==> src/core/rtc_counter_regs.vh <==
// constants for the 32-bit real-time counter block
// assumes a word-addressed register bank: byte address = index * 4
`ifndef RTC_COUNTER_REGS_VH
`define RTC_COUNTER_REGS_VH

// ----------------------------------------------------------------
// register indices (byte address is four times the index)
// ----------------------------------------------------------------
`define IDX_CONTROL        6'h00
`define IDX_READ_SYNC      6'h02
`define IDX_EVENT_CTRL     6'h04
`define IDX_IRQ_EN_CLR     6'h06
`define IDX_IRQ_EN_SET     6'h07
`define IDX_IRQ_FLAG       6'h08
`define IDX_SYNC_STATUS    6'h0a
`define IDX_DEBUG_CTRL     6'h0b
`define IDX_FREQ_CORR      6'h0c
`define IDX_COUNTER_VALUE  6'h10
`define IDX_COMPARE_0      6'h18

// ----------------------------------------------------------------
// control register fields
// ----------------------------------------------------------------
`define CTRL_SOFTWARE_RESET_BIT         0
`define CTRL_ENABLE        1
`define CTRL_MODE_LO       2
`define CTRL_MODE_HI       3
`define CTRL_CLOCK_REPRESENTATION        6
`define CTRL_CLEAR_ON_MATCH      7
`define CTRL_PRESC_LO      8
`define CTRL_PRESC_HI      11
`define CTRL_WMASK         16'h0fce
`define MODE_COUNT32       2'h0
`define MODE_COUNT16       2'h1
`define MODE_CALENDAR      2'h2

// ----------------------------------------------------------------
// read sync, events, flags, status
// ----------------------------------------------------------------
`define RSYNC_RCONT        14
`define RSYNC_READ_SYNC_REQUEST         15
`define RSYNC_ADDR_CONST   6'h10
`define EVT_CMPEO0         8
`define EVT_OVERFLOW_EVENT_OUT          15
`define EVT_WMASK          16'h81ff
`define FLAG_COMPARE_MATCH_FLAG_0          0
`define FLAG_SYNC_DONE_FLAG       6
`define FLAG_OVF           7
`define FLAG_MASK          8'hc1
`define STAT_SYNC_IN_PROGRESS      7
`define DBG_WMASK          8'h01

// ----------------------------------------------------------------
// reset values and timing
// ----------------------------------------------------------------
`define RST_CONTROL        16'h0000
`define RST_EVENT_CTRL     16'h0000
`define RST_IRQ            8'h00
`define RST_WORD           32'h00000000
`define SYNC_CYCLES        2'h2
`define RESP_OKAY          2'h0
`define RESP_SLVERR        2'h2

`endif

==> src/core/rtc_counter_mode0.v <==
// real-time counter, 32-bit counter mode, with an AXI4-Lite register bank
// assumes one clock; the source clock is an enable pulse made here by a divider
//
// Behaviour
// software sets mode, clock form, prescaler first
// calendar mode needs a one hertz counter clock
// counter clock is source over two^prescaler
// enable bit starts and stops the counter
// software reset clears all but debug, disables
// software disables before requesting software reset
// mode field: 00 is 32-bit counter
// count increments on each counter clock tick
// top value wraps to zero, sets overflow
// full 32-bit count readable and writable
// match sets compare flag next counter tick
// clear on match clears count next tick
// clear on match sets both flags together
// register decode depends on operating mode
// read request starts sync, sets busy
// sync address field is constant count offset
// flags clear by writing one; enabled raise irq
//
// Local design decision: the AXI4-Lite interface to the registers.
`timescale 1ns/100ps
`include "rtc_counter_regs.vh"

module rtc_counter_mode0 #(
  parameter SRC_DIV = 1
) (
  // clock and reset
  input  wire        clk,
  input  wire        srst,
  // axi4-lite write
  input  wire [7:0]  awaddr,
  input  wire        awvalid,
  output wire        awready,
  input  wire [31:0] wdata,
  input  wire [3:0]  wstrb,
  input  wire        wvalid,
  output wire        wready,
  output reg  [1:0]  bresp,
  output reg         bvalid,
  input  wire        bready,
  // axi4-lite read
  input  wire [7:0]  araddr,
  input  wire        arvalid,
  output wire        arready,
  output reg  [31:0] rdata,
  output reg  [1:0]  rresp,
  output reg         rvalid,
  input  wire        rready,
  // events and interrupt
  output reg  [7:0]  periodic_event_out,
  output reg         compare_event_out,
  output reg         overflow_event_out,
  output reg         irq
);

  // ----------------------------------------------------------------
  // registers
  // ----------------------------------------------------------------
  reg  [15:0] control_register;
  reg         read_cont;
  reg  [15:0] event_output_control;
  reg  [7:0]  irq_enable;
  reg  [7:0]  irq_flag_status;
  reg         sync_in_progress;
  reg  [1:0]  sync_cnt;
  reg  [7:0]  debug_control;
  reg  [7:0]  frequency_correction;
  reg  [31:0] counter_value;
  reg  [31:0] count_snapshot;
  reg  [31:0] compare_value_0;
  reg  [15:0] presc_cnt;
  reg  [31:0] src_div_cnt;

  // ----------------------------------------------------------------
  // bus write decode
  // ----------------------------------------------------------------
  wire        wr_go  = awvalid & wvalid & ~bvalid;
  wire [5:0]  wr_idx = awaddr[7:2];
  wire [31:0] bmask  = {{8{wstrb[3]}}, {8{wstrb[2]}}, {8{wstrb[1]}}, {8{wstrb[0]}}};
  wire [31:0] wbits  = wdata & bmask;
  wire [1:0]  mode   = control_register[`CTRL_MODE_HI:`CTRL_MODE_LO];
  wire        mode0  = (mode == `MODE_COUNT32);
  wire        mode1  = (mode == `MODE_COUNT16);
  wire        wide_ok = mode0 | mode1;

  assign awready = wr_go;
  assign wready  = wr_go;
  assign arready = ~rvalid;

  wire wr_ctrl  = wr_go & (wr_idx == `IDX_CONTROL);
  wire wr_rsync = wr_go & (wr_idx == `IDX_READ_SYNC);
  wire wr_evt   = wr_go & (wr_idx == `IDX_EVENT_CTRL);
  wire wr_ienc  = wr_go & (wr_idx == `IDX_IRQ_EN_CLR);
  wire wr_iens  = wr_go & (wr_idx == `IDX_IRQ_EN_SET);
  wire wr_flag  = wr_go & (wr_idx == `IDX_IRQ_FLAG);
  wire wr_dbg   = wr_go & (wr_idx == `IDX_DEBUG_CTRL);
  wire wr_fcorr = wr_go & (wr_idx == `IDX_FREQ_CORR);
  wire wr_count = wr_go & (wr_idx == `IDX_COUNTER_VALUE) & wide_ok;
  wire wr_comp  = wr_go & (wr_idx == `IDX_COMPARE_0) & wide_ok;
  wire wr_hit   = wr_ctrl | wr_rsync | wr_evt | wr_ienc | wr_iens | wr_flag |
                  wr_dbg | wr_fcorr | wr_count | wr_comp;

  // the disable-before-reset order is left to software; reset wins here anyway
  wire soft_rst = wr_ctrl & wbits[`CTRL_SOFTWARE_RESET_BIT];

  // only the low half of a 32-bit count kept in 16-bit mode
  wire [31:0] wide_mask = mode0 ? 32'hffffffff : 32'h0000ffff;

  // ----------------------------------------------------------------
  // prescaler and counter clock enable
  // ----------------------------------------------------------------
  wire        run     = control_register[`CTRL_ENABLE] & mode0;
  wire [3:0]  presc   = control_register[`CTRL_PRESC_HI:`CTRL_PRESC_LO];
  wire        src_tick = (src_div_cnt == SRC_DIV - 1);
  wire [15:0] low_ones = (16'h0001 << presc) - 16'h0001;
  wire        cnt_tick = run & src_tick & ((presc_cnt & low_ones) == low_ones);
  wire [15:0] next_presc = presc_cnt + 16'h0001;
  wire        match    = (counter_value == compare_value_0);
  wire        clr_hit  = control_register[`CTRL_CLEAR_ON_MATCH] & match;
  wire        top      = (counter_value == 32'hffffffff);
  wire [31:0] next_count = clr_hit ? `RST_WORD : counter_value + 32'h00000001;
  wire        ovf_ev   = cnt_tick & (top | clr_hit);
  wire        cmp_ev   = cnt_tick & match;
  // sync completion: the snapshot is taken on the same edge that sets the flag
  wire        sync_done_set = sync_in_progress & (sync_cnt == 2'h0);

  // ----------------------------------------------------------------
  // periodic events, one per each of the low eight prescaler stages
  // ----------------------------------------------------------------
  wire [7:0] per_rise;
  genvar g;
  generate
    for (g = 0; g < 8; g = g + 1) begin : g_per
      assign per_rise[g] = run & src_tick & ~presc_cnt[g] & next_presc[g];
    end
  endgenerate

  always @(posedge clk) begin
    if (srst) begin
      src_div_cnt <= 32'h00000000;
    end else if (src_tick) begin
      src_div_cnt <= 32'h00000000;
    end else begin
      src_div_cnt <= src_div_cnt + 32'h00000001;
    end
  end

  // ----------------------------------------------------------------
  // main register and counter state
  // ----------------------------------------------------------------
  always @(posedge clk) begin
    if (srst || soft_rst) begin
      control_register     <= `RST_CONTROL;
      read_cont            <= 1'b0;
      event_output_control <= `RST_EVENT_CTRL;
      irq_enable           <= `RST_IRQ;
      irq_flag_status      <= `RST_IRQ;
      sync_in_progress     <= 1'b0;
      sync_cnt             <= 2'h0;
      frequency_correction <= 8'h00;
      counter_value        <= `RST_WORD;
      count_snapshot       <= `RST_WORD;
      compare_value_0      <= `RST_WORD;
      presc_cnt            <= 16'h0000;
      periodic_event_out   <= 8'h00;
      compare_event_out    <= 1'b0;
      overflow_event_out   <= 1'b0;
      irq                  <= 1'b0;
    end else begin
      // configuration order before enabling is software's duty
      if (wr_ctrl) begin
        control_register <= (control_register & ~`CTRL_WMASK) | (wbits[15:0] & `CTRL_WMASK);
      end
      if (wr_evt) begin
        event_output_control <= (event_output_control & ~`EVT_WMASK) |
                                (wbits[15:0] & `EVT_WMASK);
      end
      if (wr_fcorr) begin
        frequency_correction <= (frequency_correction & ~bmask[7:0]) | wbits[7:0];
      end
      if (wr_iens) begin
        irq_enable <= irq_enable | (wbits[7:0] & `FLAG_MASK);
      end else if (wr_ienc) begin
        irq_enable <= irq_enable & ~(wbits[7:0] & `FLAG_MASK);
      end

      // prescaler runs only while counting
      if (!run) begin
        presc_cnt <= 16'h0000;
      end else if (src_tick) begin
        presc_cnt <= next_presc;
      end

      // counting; a bus write to the count wins over a tick
      if (wr_count) begin
        counter_value <= (counter_value & ~(bmask & wide_mask)) | (wbits & wide_mask);
      end else if (cnt_tick) begin
        counter_value <= next_count;
      end
      if (wr_comp) begin
        compare_value_0 <= (compare_value_0 & ~(bmask & wide_mask)) | (wbits & wide_mask);
      end

      // flags: a hardware set in the clear cycle survives
      irq_flag_status <= (irq_flag_status & ~(wr_flag ? wbits[7:0] : 8'h00)) |
                         {ovf_ev, sync_done_set, 5'h00, cmp_ev};

      // read synchronisation of the count
      if (wr_rsync) begin
        read_cont <= wbits[`RSYNC_RCONT];
      end else if (wr_hit) begin
        read_cont <= 1'b0;
      end
      if (wr_rsync && wbits[`RSYNC_READ_SYNC_REQUEST]) begin
        sync_in_progress <= 1'b1;
        sync_cnt         <= `SYNC_CYCLES;
      end else if (sync_in_progress) begin
        if (sync_cnt == 2'h0) begin
          count_snapshot   <= counter_value;
          sync_in_progress <= read_cont; // continuous mode keeps the request alive
          sync_cnt         <= `SYNC_CYCLES;
        end else begin
          sync_cnt <= sync_cnt - 2'h1;
        end
      end

      // event outputs
      periodic_event_out <= per_rise & event_output_control[7:0];
      compare_event_out  <= cmp_ev & event_output_control[`EVT_CMPEO0];
      overflow_event_out <= ovf_ev & event_output_control[`EVT_OVERFLOW_EVENT_OUT];
      irq                <= |(irq_flag_status & irq_enable);
    end
  end

  // debug control survives the software reset
  always @(posedge clk) begin
    if (srst) begin
      debug_control <= 8'h00;
    end else if (wr_dbg) begin
      debug_control <= (debug_control & ~(bmask[7:0] & `DBG_WMASK)) |
                       (wbits[7:0] & `DBG_WMASK);
    end
  end

  // ----------------------------------------------------------------
  // bus write response
  // ----------------------------------------------------------------
  always @(posedge clk) begin
    if (srst) begin
      bvalid <= 1'b0;
      bresp  <= `RESP_OKAY;
    end else if (wr_go) begin
      bvalid <= 1'b1;
      bresp  <= wr_hit ? `RESP_OKAY : `RESP_SLVERR;
    end else if (bready) begin
      bvalid <= 1'b0;
    end
  end

  // ----------------------------------------------------------------
  // bus read path
  // ----------------------------------------------------------------
  wire [5:0]  rd_idx = araddr[7:2];
  reg  [31:0] rd_word;
  reg         rd_hit;

  always @* begin
    rd_word = 32'h00000000;
    rd_hit  = 1'b1;
    case (rd_idx)
      `IDX_CONTROL:       rd_word = {16'h0000, control_register};
      `IDX_READ_SYNC:     rd_word = {16'h0000, 1'b0, read_cont, 8'h00,
                                     `RSYNC_ADDR_CONST};
      `IDX_EVENT_CTRL:    rd_word = {16'h0000, event_output_control};
      `IDX_IRQ_EN_CLR:    rd_word = {24'h000000, irq_enable};
      `IDX_IRQ_EN_SET:    rd_word = {24'h000000, irq_enable};
      `IDX_IRQ_FLAG:      rd_word = {24'h000000, irq_flag_status};
      `IDX_SYNC_STATUS:   rd_word = {24'h000000, sync_in_progress, 7'h00};
      `IDX_DEBUG_CTRL:    rd_word = {24'h000000, debug_control};
      `IDX_FREQ_CORR:     rd_word = {24'h000000, frequency_correction};
      `IDX_COUNTER_VALUE: begin
        rd_word = count_snapshot & wide_mask;
        rd_hit  = wide_ok;
      end
      `IDX_COMPARE_0: begin
        rd_word = compare_value_0 & wide_mask;
        rd_hit  = wide_ok;
      end
      default:            rd_hit = 1'b0;
    endcase
  end

  always @(posedge clk) begin
    if (srst) begin
      rvalid <= 1'b0;
      rdata  <= 32'h00000000;
      rresp  <= `RESP_OKAY;
    end else if (arvalid && !rvalid) begin
      rvalid <= 1'b1;
      rdata  <= rd_hit ? rd_word : 32'h00000000;
      rresp  <= rd_hit ? `RESP_OKAY : `RESP_SLVERR;
    end else if (rready) begin
      rvalid <= 1'b0;
    end
  end

endmodule // rtc_counter_mode0

==> config.mk <==
export PLATFORM = sky130hd
export DESIGN_NAME = rtc_counter_mode0
export DESIGN_NICKNAME = d
export VERILOG_FILES = /design/src/core/rtc_counter_mode0.v
export VERILOG_INCLUDE_DIRS = /design/src /design/src/core
export SDC_FILE = /design/constraint.sdc
export NUM_CORES = 1
export LEC_CHECK = 0
export ABC_AREA = 1
export BUFFER_PORTS_ARGS = -buffer_cell sky130_fd_sc_hd__buf_4
export CORE_ASPECT_RATIO = 1.2
export CORE_MARGIN = 8
export CORE_UTILIZATION = 54
export DETAILED_ROUTE_END_ITERATION = 6
export PLACE_DENSITY = 0.72
export SYNTH_ARGS = -nofsm -noshare
export SYNTH_HDL_FRONTEND = slang
export SYNTH_SLANG_ARGS = --single-unit
==> constraint.sdc <==
create_clock -name clk -period 2.1 [get_ports clk]
set_input_delay 0.525 -clock clk [delete_from_list [all_inputs] [get_ports clk]]
set_output_delay 0.525 -clock clk [all_outputs]
set_load 0.02 [all_outputs]
==> impl_metrics.env <==
export IMPL_status="complete, but fails checks"
export IMPL_violations="DRC, setup timing"
export IMPL_place_detailed_instances=2423
export IMPL_cp_slowest_stage_delay_ns=0.36
export IMPL_synth_async_sr_flop_share=0
export IMPL_setup_worst_path_end_class="flip-flop"
export IMPL_clock_latency_ns=0.55
export IMPL_syn_mean_instance_area_um2=6.49
export IMPL_ir_worst_vdd_v=0.000660
export IMPL_worst_slew_margin_rel=0.597
export IMPL_global_route_overflow_total=0
export IMPL_seq_area_frac_synth=0.372
export IMPL_max_clock_path_buffers=3
export IMPL_critical_path_s_most_frequent_cell="nor2_4"
export IMPL_postSynthRegisterBits=233
export IMPL_rows=61
export IMPL_crit_path_launch_type="flip-flop"
export IMPL_timing_final_max_slew_violations=0
export IMPL_power_density_nw_per_um2=591
export IMPL_setup_tns_ns=-5.75
export IMPL_final_cell_count_no_fill=2474
export IMPL_numPortBuffers=104
export IMPL_pin_count_of_the_biggest_net_entering_global_routing=61
export IMPL_design_portCount=111
export IMPL_cts_root_buf="clkbuf_16"
export IMPL_path_buf_inv=2
export IMPL_dpl_worst_slack_ns=-0.200
export IMPL_setup_violations=33
export IMPL_clock_tree_htree_level_count=1
export IMPL_critPathRequiredTime_ns=2.58
export IMPL_layout_drive_gt1_share=0.194
export IMPL_cts_tree="done"
export IMPL_coreArea_um2=23000
export IMPL_antenna_found_initial=0
export IMPL_grt_setup_unrepaired="true"
export IMPL_timing_hold_violations_final=0
export IMPL_postLayoutSetupSlackWorst_ns=-0.224
export IMPL_max_clock_freq_mhz=430
export IMPL_post_route_min_period_ns=2.32
export IMPL_hp_start="bready"
export IMPL_p_leak_nw=6.88
export IMPL_die_width_um=155
export IMPL_worst_r2r_cell_count=17
export IMPL_worstReg2RegEnd="counter_value[9]$_SDFFE_PP0P_"
export IMPL_area_growth_pct=27.0
export IMPL_worst_clock_skew_ns=0.00996
export IMPL_detail_route_first_pass_iterations=7
export IMPL_drv_max_cap_violation_count=0
export IMPL_hold_end="bvalid$_SDFFE_PP0P_"
export IMPL_area_enclosed_by_the_die_boundary_um2=28400
export IMPL_finalPower_w=0.00941
export IMPL_fin_util=0.692
export IMPL_yosys_cell_types_count=50
export IMPL_final_antenna_diode_count=0
export IMPL_tightest_slew_ns=0.599
export IMPL_yosys_synthesis_warning_count=0
export IMPL_series_of_cell_instances_along_the_critical_path="nor2_4 -> inv_2 -> nor2_4 -> inv_2 -> ha_4 -> nor2_2 -> a21oi_2 -> nand3b_1 -> nor2_1 -> nand2_1 -> nor2_4 -> nand3_4 -> nand2_8 -> nand2_8 -> nand2_2 -> nand2_1 -> nor2_1"
export IMPL_dp_hpwl_um=31300
export IMPL_avgRoutedWirePerCell_um=16.6
export IMPL_period_utilisation_layout=1.11
export IMPL_grt_pass1_wl_um=64500
export IMPL_initialDrtViolationCount=923
export IMPL_floorplan_initialDensity=0.545
export IMPL_all_layer_global_routing_usage=0.281
export IMPL_clkTransAtPathRegs_ns=0.06
export IMPL_synth_cells=1930
export IMPL_reg2reg_from="control_register[9]$_SDFFE_PP0P_"
export IMPL_wl_um=41200
export IMPL_design_final_nets=2208
export IMPL_timing_critical_path_arrival_ns=2.81
export IMPL_cts_sinks=233
export IMPL_quantity_of_hold_fixing_buffers_added_after_cts=0
export IMPL_min_delay_path_class="input port to flip-flop"
export IMPL_regToRegSetupSlack_ns=-0.22
export IMPL_remaining_number_of_nets_flagged_by_the_antenna_check_after_routing=0
export IMPL_synth_cell_area_um2=12500
export IMPL_first_global_vias=12577
export IMPL_total_vias_in_the_final_route=13380
export IMPL_hold_path_cell_count=4
export IMPL_number_of_enable_type_register_cells_in_the_synthesized_netlist=0
export IMPL_cts_inserted_buffers=25
export IMPL_cp_max_fanout=8
export IMPL_critical_path_class="flip-flop to flip-flop"
export IMPL_ys_dominant_reg_cell="dfxtp_1"
export IMPL_gp_routability_congestion=0.972
export IMPL_viasPerCell=5.41
export IMPL_path_delay_family="simple AND/OR/NAND/NOR gates"
export IMPL_drcViolationCount=4
export IMPL_critPathSlowestCell="dfxtp_4"
export IMPL_die_height_um=183
registers in the layout, indices dropped and copies added, names as in the netlist, 2 cells and up:
| name | flops |
|---|---|
| compare_value_0 | 32 |
| control_register | 9 |
| count_snapshot | 32 |
| counter_value | 32 |
| event_output_control | 10 |
| frequency_correction | 8 |
| irq_enable | 3 |
| irq_flag_status | 8 |
| periodic_event_out | 8 |
| presc_cnt | 15 |
| rdata | 32 |
| src_div_cnt | 32 |
| sync_cnt | 2 |
Yosys cell counts (16+ instances only):
library cell,number,area (um^2)
a21oi_1,145,726
xor2_1,41,359
o21ai_0,98,490
buf_2,23,115
nand3_1,102,510
xnor2_1,23,201
clkbuf_1,47,176
nor3_1,40,200
nor2_1,254,953
nand2_1,524,1970
a211oi_1,27,203
o211ai_1,16,120
dfxtp_1,233,4660
nand4_1,21,131
inv_1,218,818
layout by cell type (no fill, tap or decap), drive strengths merged:
cell type and count:
a211oi 27, a21o 1, a21oi 145, a221oi 2
a22oi 4, a31oi 1, and2 2, and3 2
buf 263, bufinv 2, clkbuf 36, clkinv 7
clkinvlp 3, conb 2, dfxtp 233, ha 7
inv 226, mux2i 6, nand2 529, nand3 105
nand3b 2, nand4 21, nor2 266, nor3 42
nor3b 1, nor4 15, nor4b 1, o2111a 1
o2111ai 7, o211ai 16, o21a 4, o21ai 101
o21bai 5, o221ai 1, o22ai 5, or2 4
xnor2 23, xor2 41
kinds of logic (layout without fill, tap and decap cells):
| kind of cell | Yosys count | in the layout | synth area share |
|---|---|---|---|
| XOR/XNOR | 64 | 64 | 0.0447 |
| AO/OA/AOI/OAI | 320 | 320 | 0.143 |
| flip-flops | 233 | 233 | 0.372 |
| multiplexers | 6 | 6 | 0.00479 |
| other | 1 | 2 | 0.000299 |
| buffers and inverters | 311 | 537 | 0.0985 |
| adder cells (fa/ha/maj) | 7 | 7 | 0.00699 |
| AND/OR/NAND/NOR | 988 | 990 | 0.329 |
through the flow:
| step | hold WS [ns] | instance area (um^2) |
|---|---|---|
| 2_1_floorplan | 0.424 | 12600 |
| 3_5_place_dp | 0.444 | 14600 |
| 4_1_cts | 0.222 | 15600 |
| 6_report | 0.229 | 15900 |
| 3_3_place_gp | 0.433 | 14600 |
| 5_1_grt | 0.230 | 15900 |
metal layers:
layer	track usage	part of all wire	up-vias
met5	0	0	-
met1	0.323	0.40	6219
met4	0.150	0.055	0
met2	0.498	0.49	409
met3	0.0377	0.053	133
li1	-	-	6619
power breakdown:
part	internal (W)	switching, W	leakage (nW)
logic	0.000175	0.000293	4.59
clock network	0.00263	0.00188	0.405
registers	0.00443	0.00000877	1.88
total	0.00723	0.00218	6.88
cell type report:
cell class | count | area (um^2)
clock inverter | 8 | 111
clock buffer | 36 | 717
multi-input combinational | 1389 | 7030
sequential | 233 | 4670
timing repair buffer | 263 | 2110
inverter | 230 | 873
fill | 2060 | 7070
tap | 315 | 394
worst reg2reg max path: stages (launching register included):
cell	delay, ns
dfxtp_4	0.36
nor2_4	0.09
inv_2	0.05
nor2_4	0.09
inv_2	0.05
ha_4	0.27
nor2_2	0.04
a21oi_2	0.11
nand3b_1	0.09
nor2_1	0.13
nand2_1	0.11
nor2_4	0.12
nand3_4	0.17
nand2_8	0.25
nand2_8	0.11
nand2_2	0.09
nand2_1	0.06
nor2_1	0.09
timing repair:
| item | in CTS | in global routing |
|---|---|---|
| endpoints found under the setup margin | 33 | 56 |
| hold endpoints to repair | 0 | 0 |
| gates cloned | 2 | 0 |
| pin swaps | 16 | 31 |
| gates resized for setup | 33 | 70 |
| setup buffers | 5 | 0 |
how the worst max path moves through the flow:
stage | startpoint | depth (start not counted) | end | slack (ns)
floorplan | control_register[11]$_SDFFE_PP0P_ | 18 | counter_value[10]$_SDFFE_PP0P_ | -0.04
global placement | control_register[9]$_SDFFE_PP0P_ | 17 | counter_value[20]$_SDFFE_PP0P_ | -0.13
detailed placement | control_register[9]$_SDFFE_PP0P_ | 17 | counter_value[22]$_SDFFE_PP0P_ | -0.20
CTS | control_register[9]$_SDFFE_PP0P_ | 17 | counter_value[15]$_SDFFE_PP0P_ | -0.14
global route | control_register[9]$_SDFFE_PP0P_ | 18 | counter_value[29]$_SDFFE_PP0P_ | -0.42
finish | control_register[9]$_SDFFE_PP0P_ | 17 | counter_value[9]$_SDFFE_PP0P_ | -0.22
Note: power is estimated with default switching activity, not from simulation.
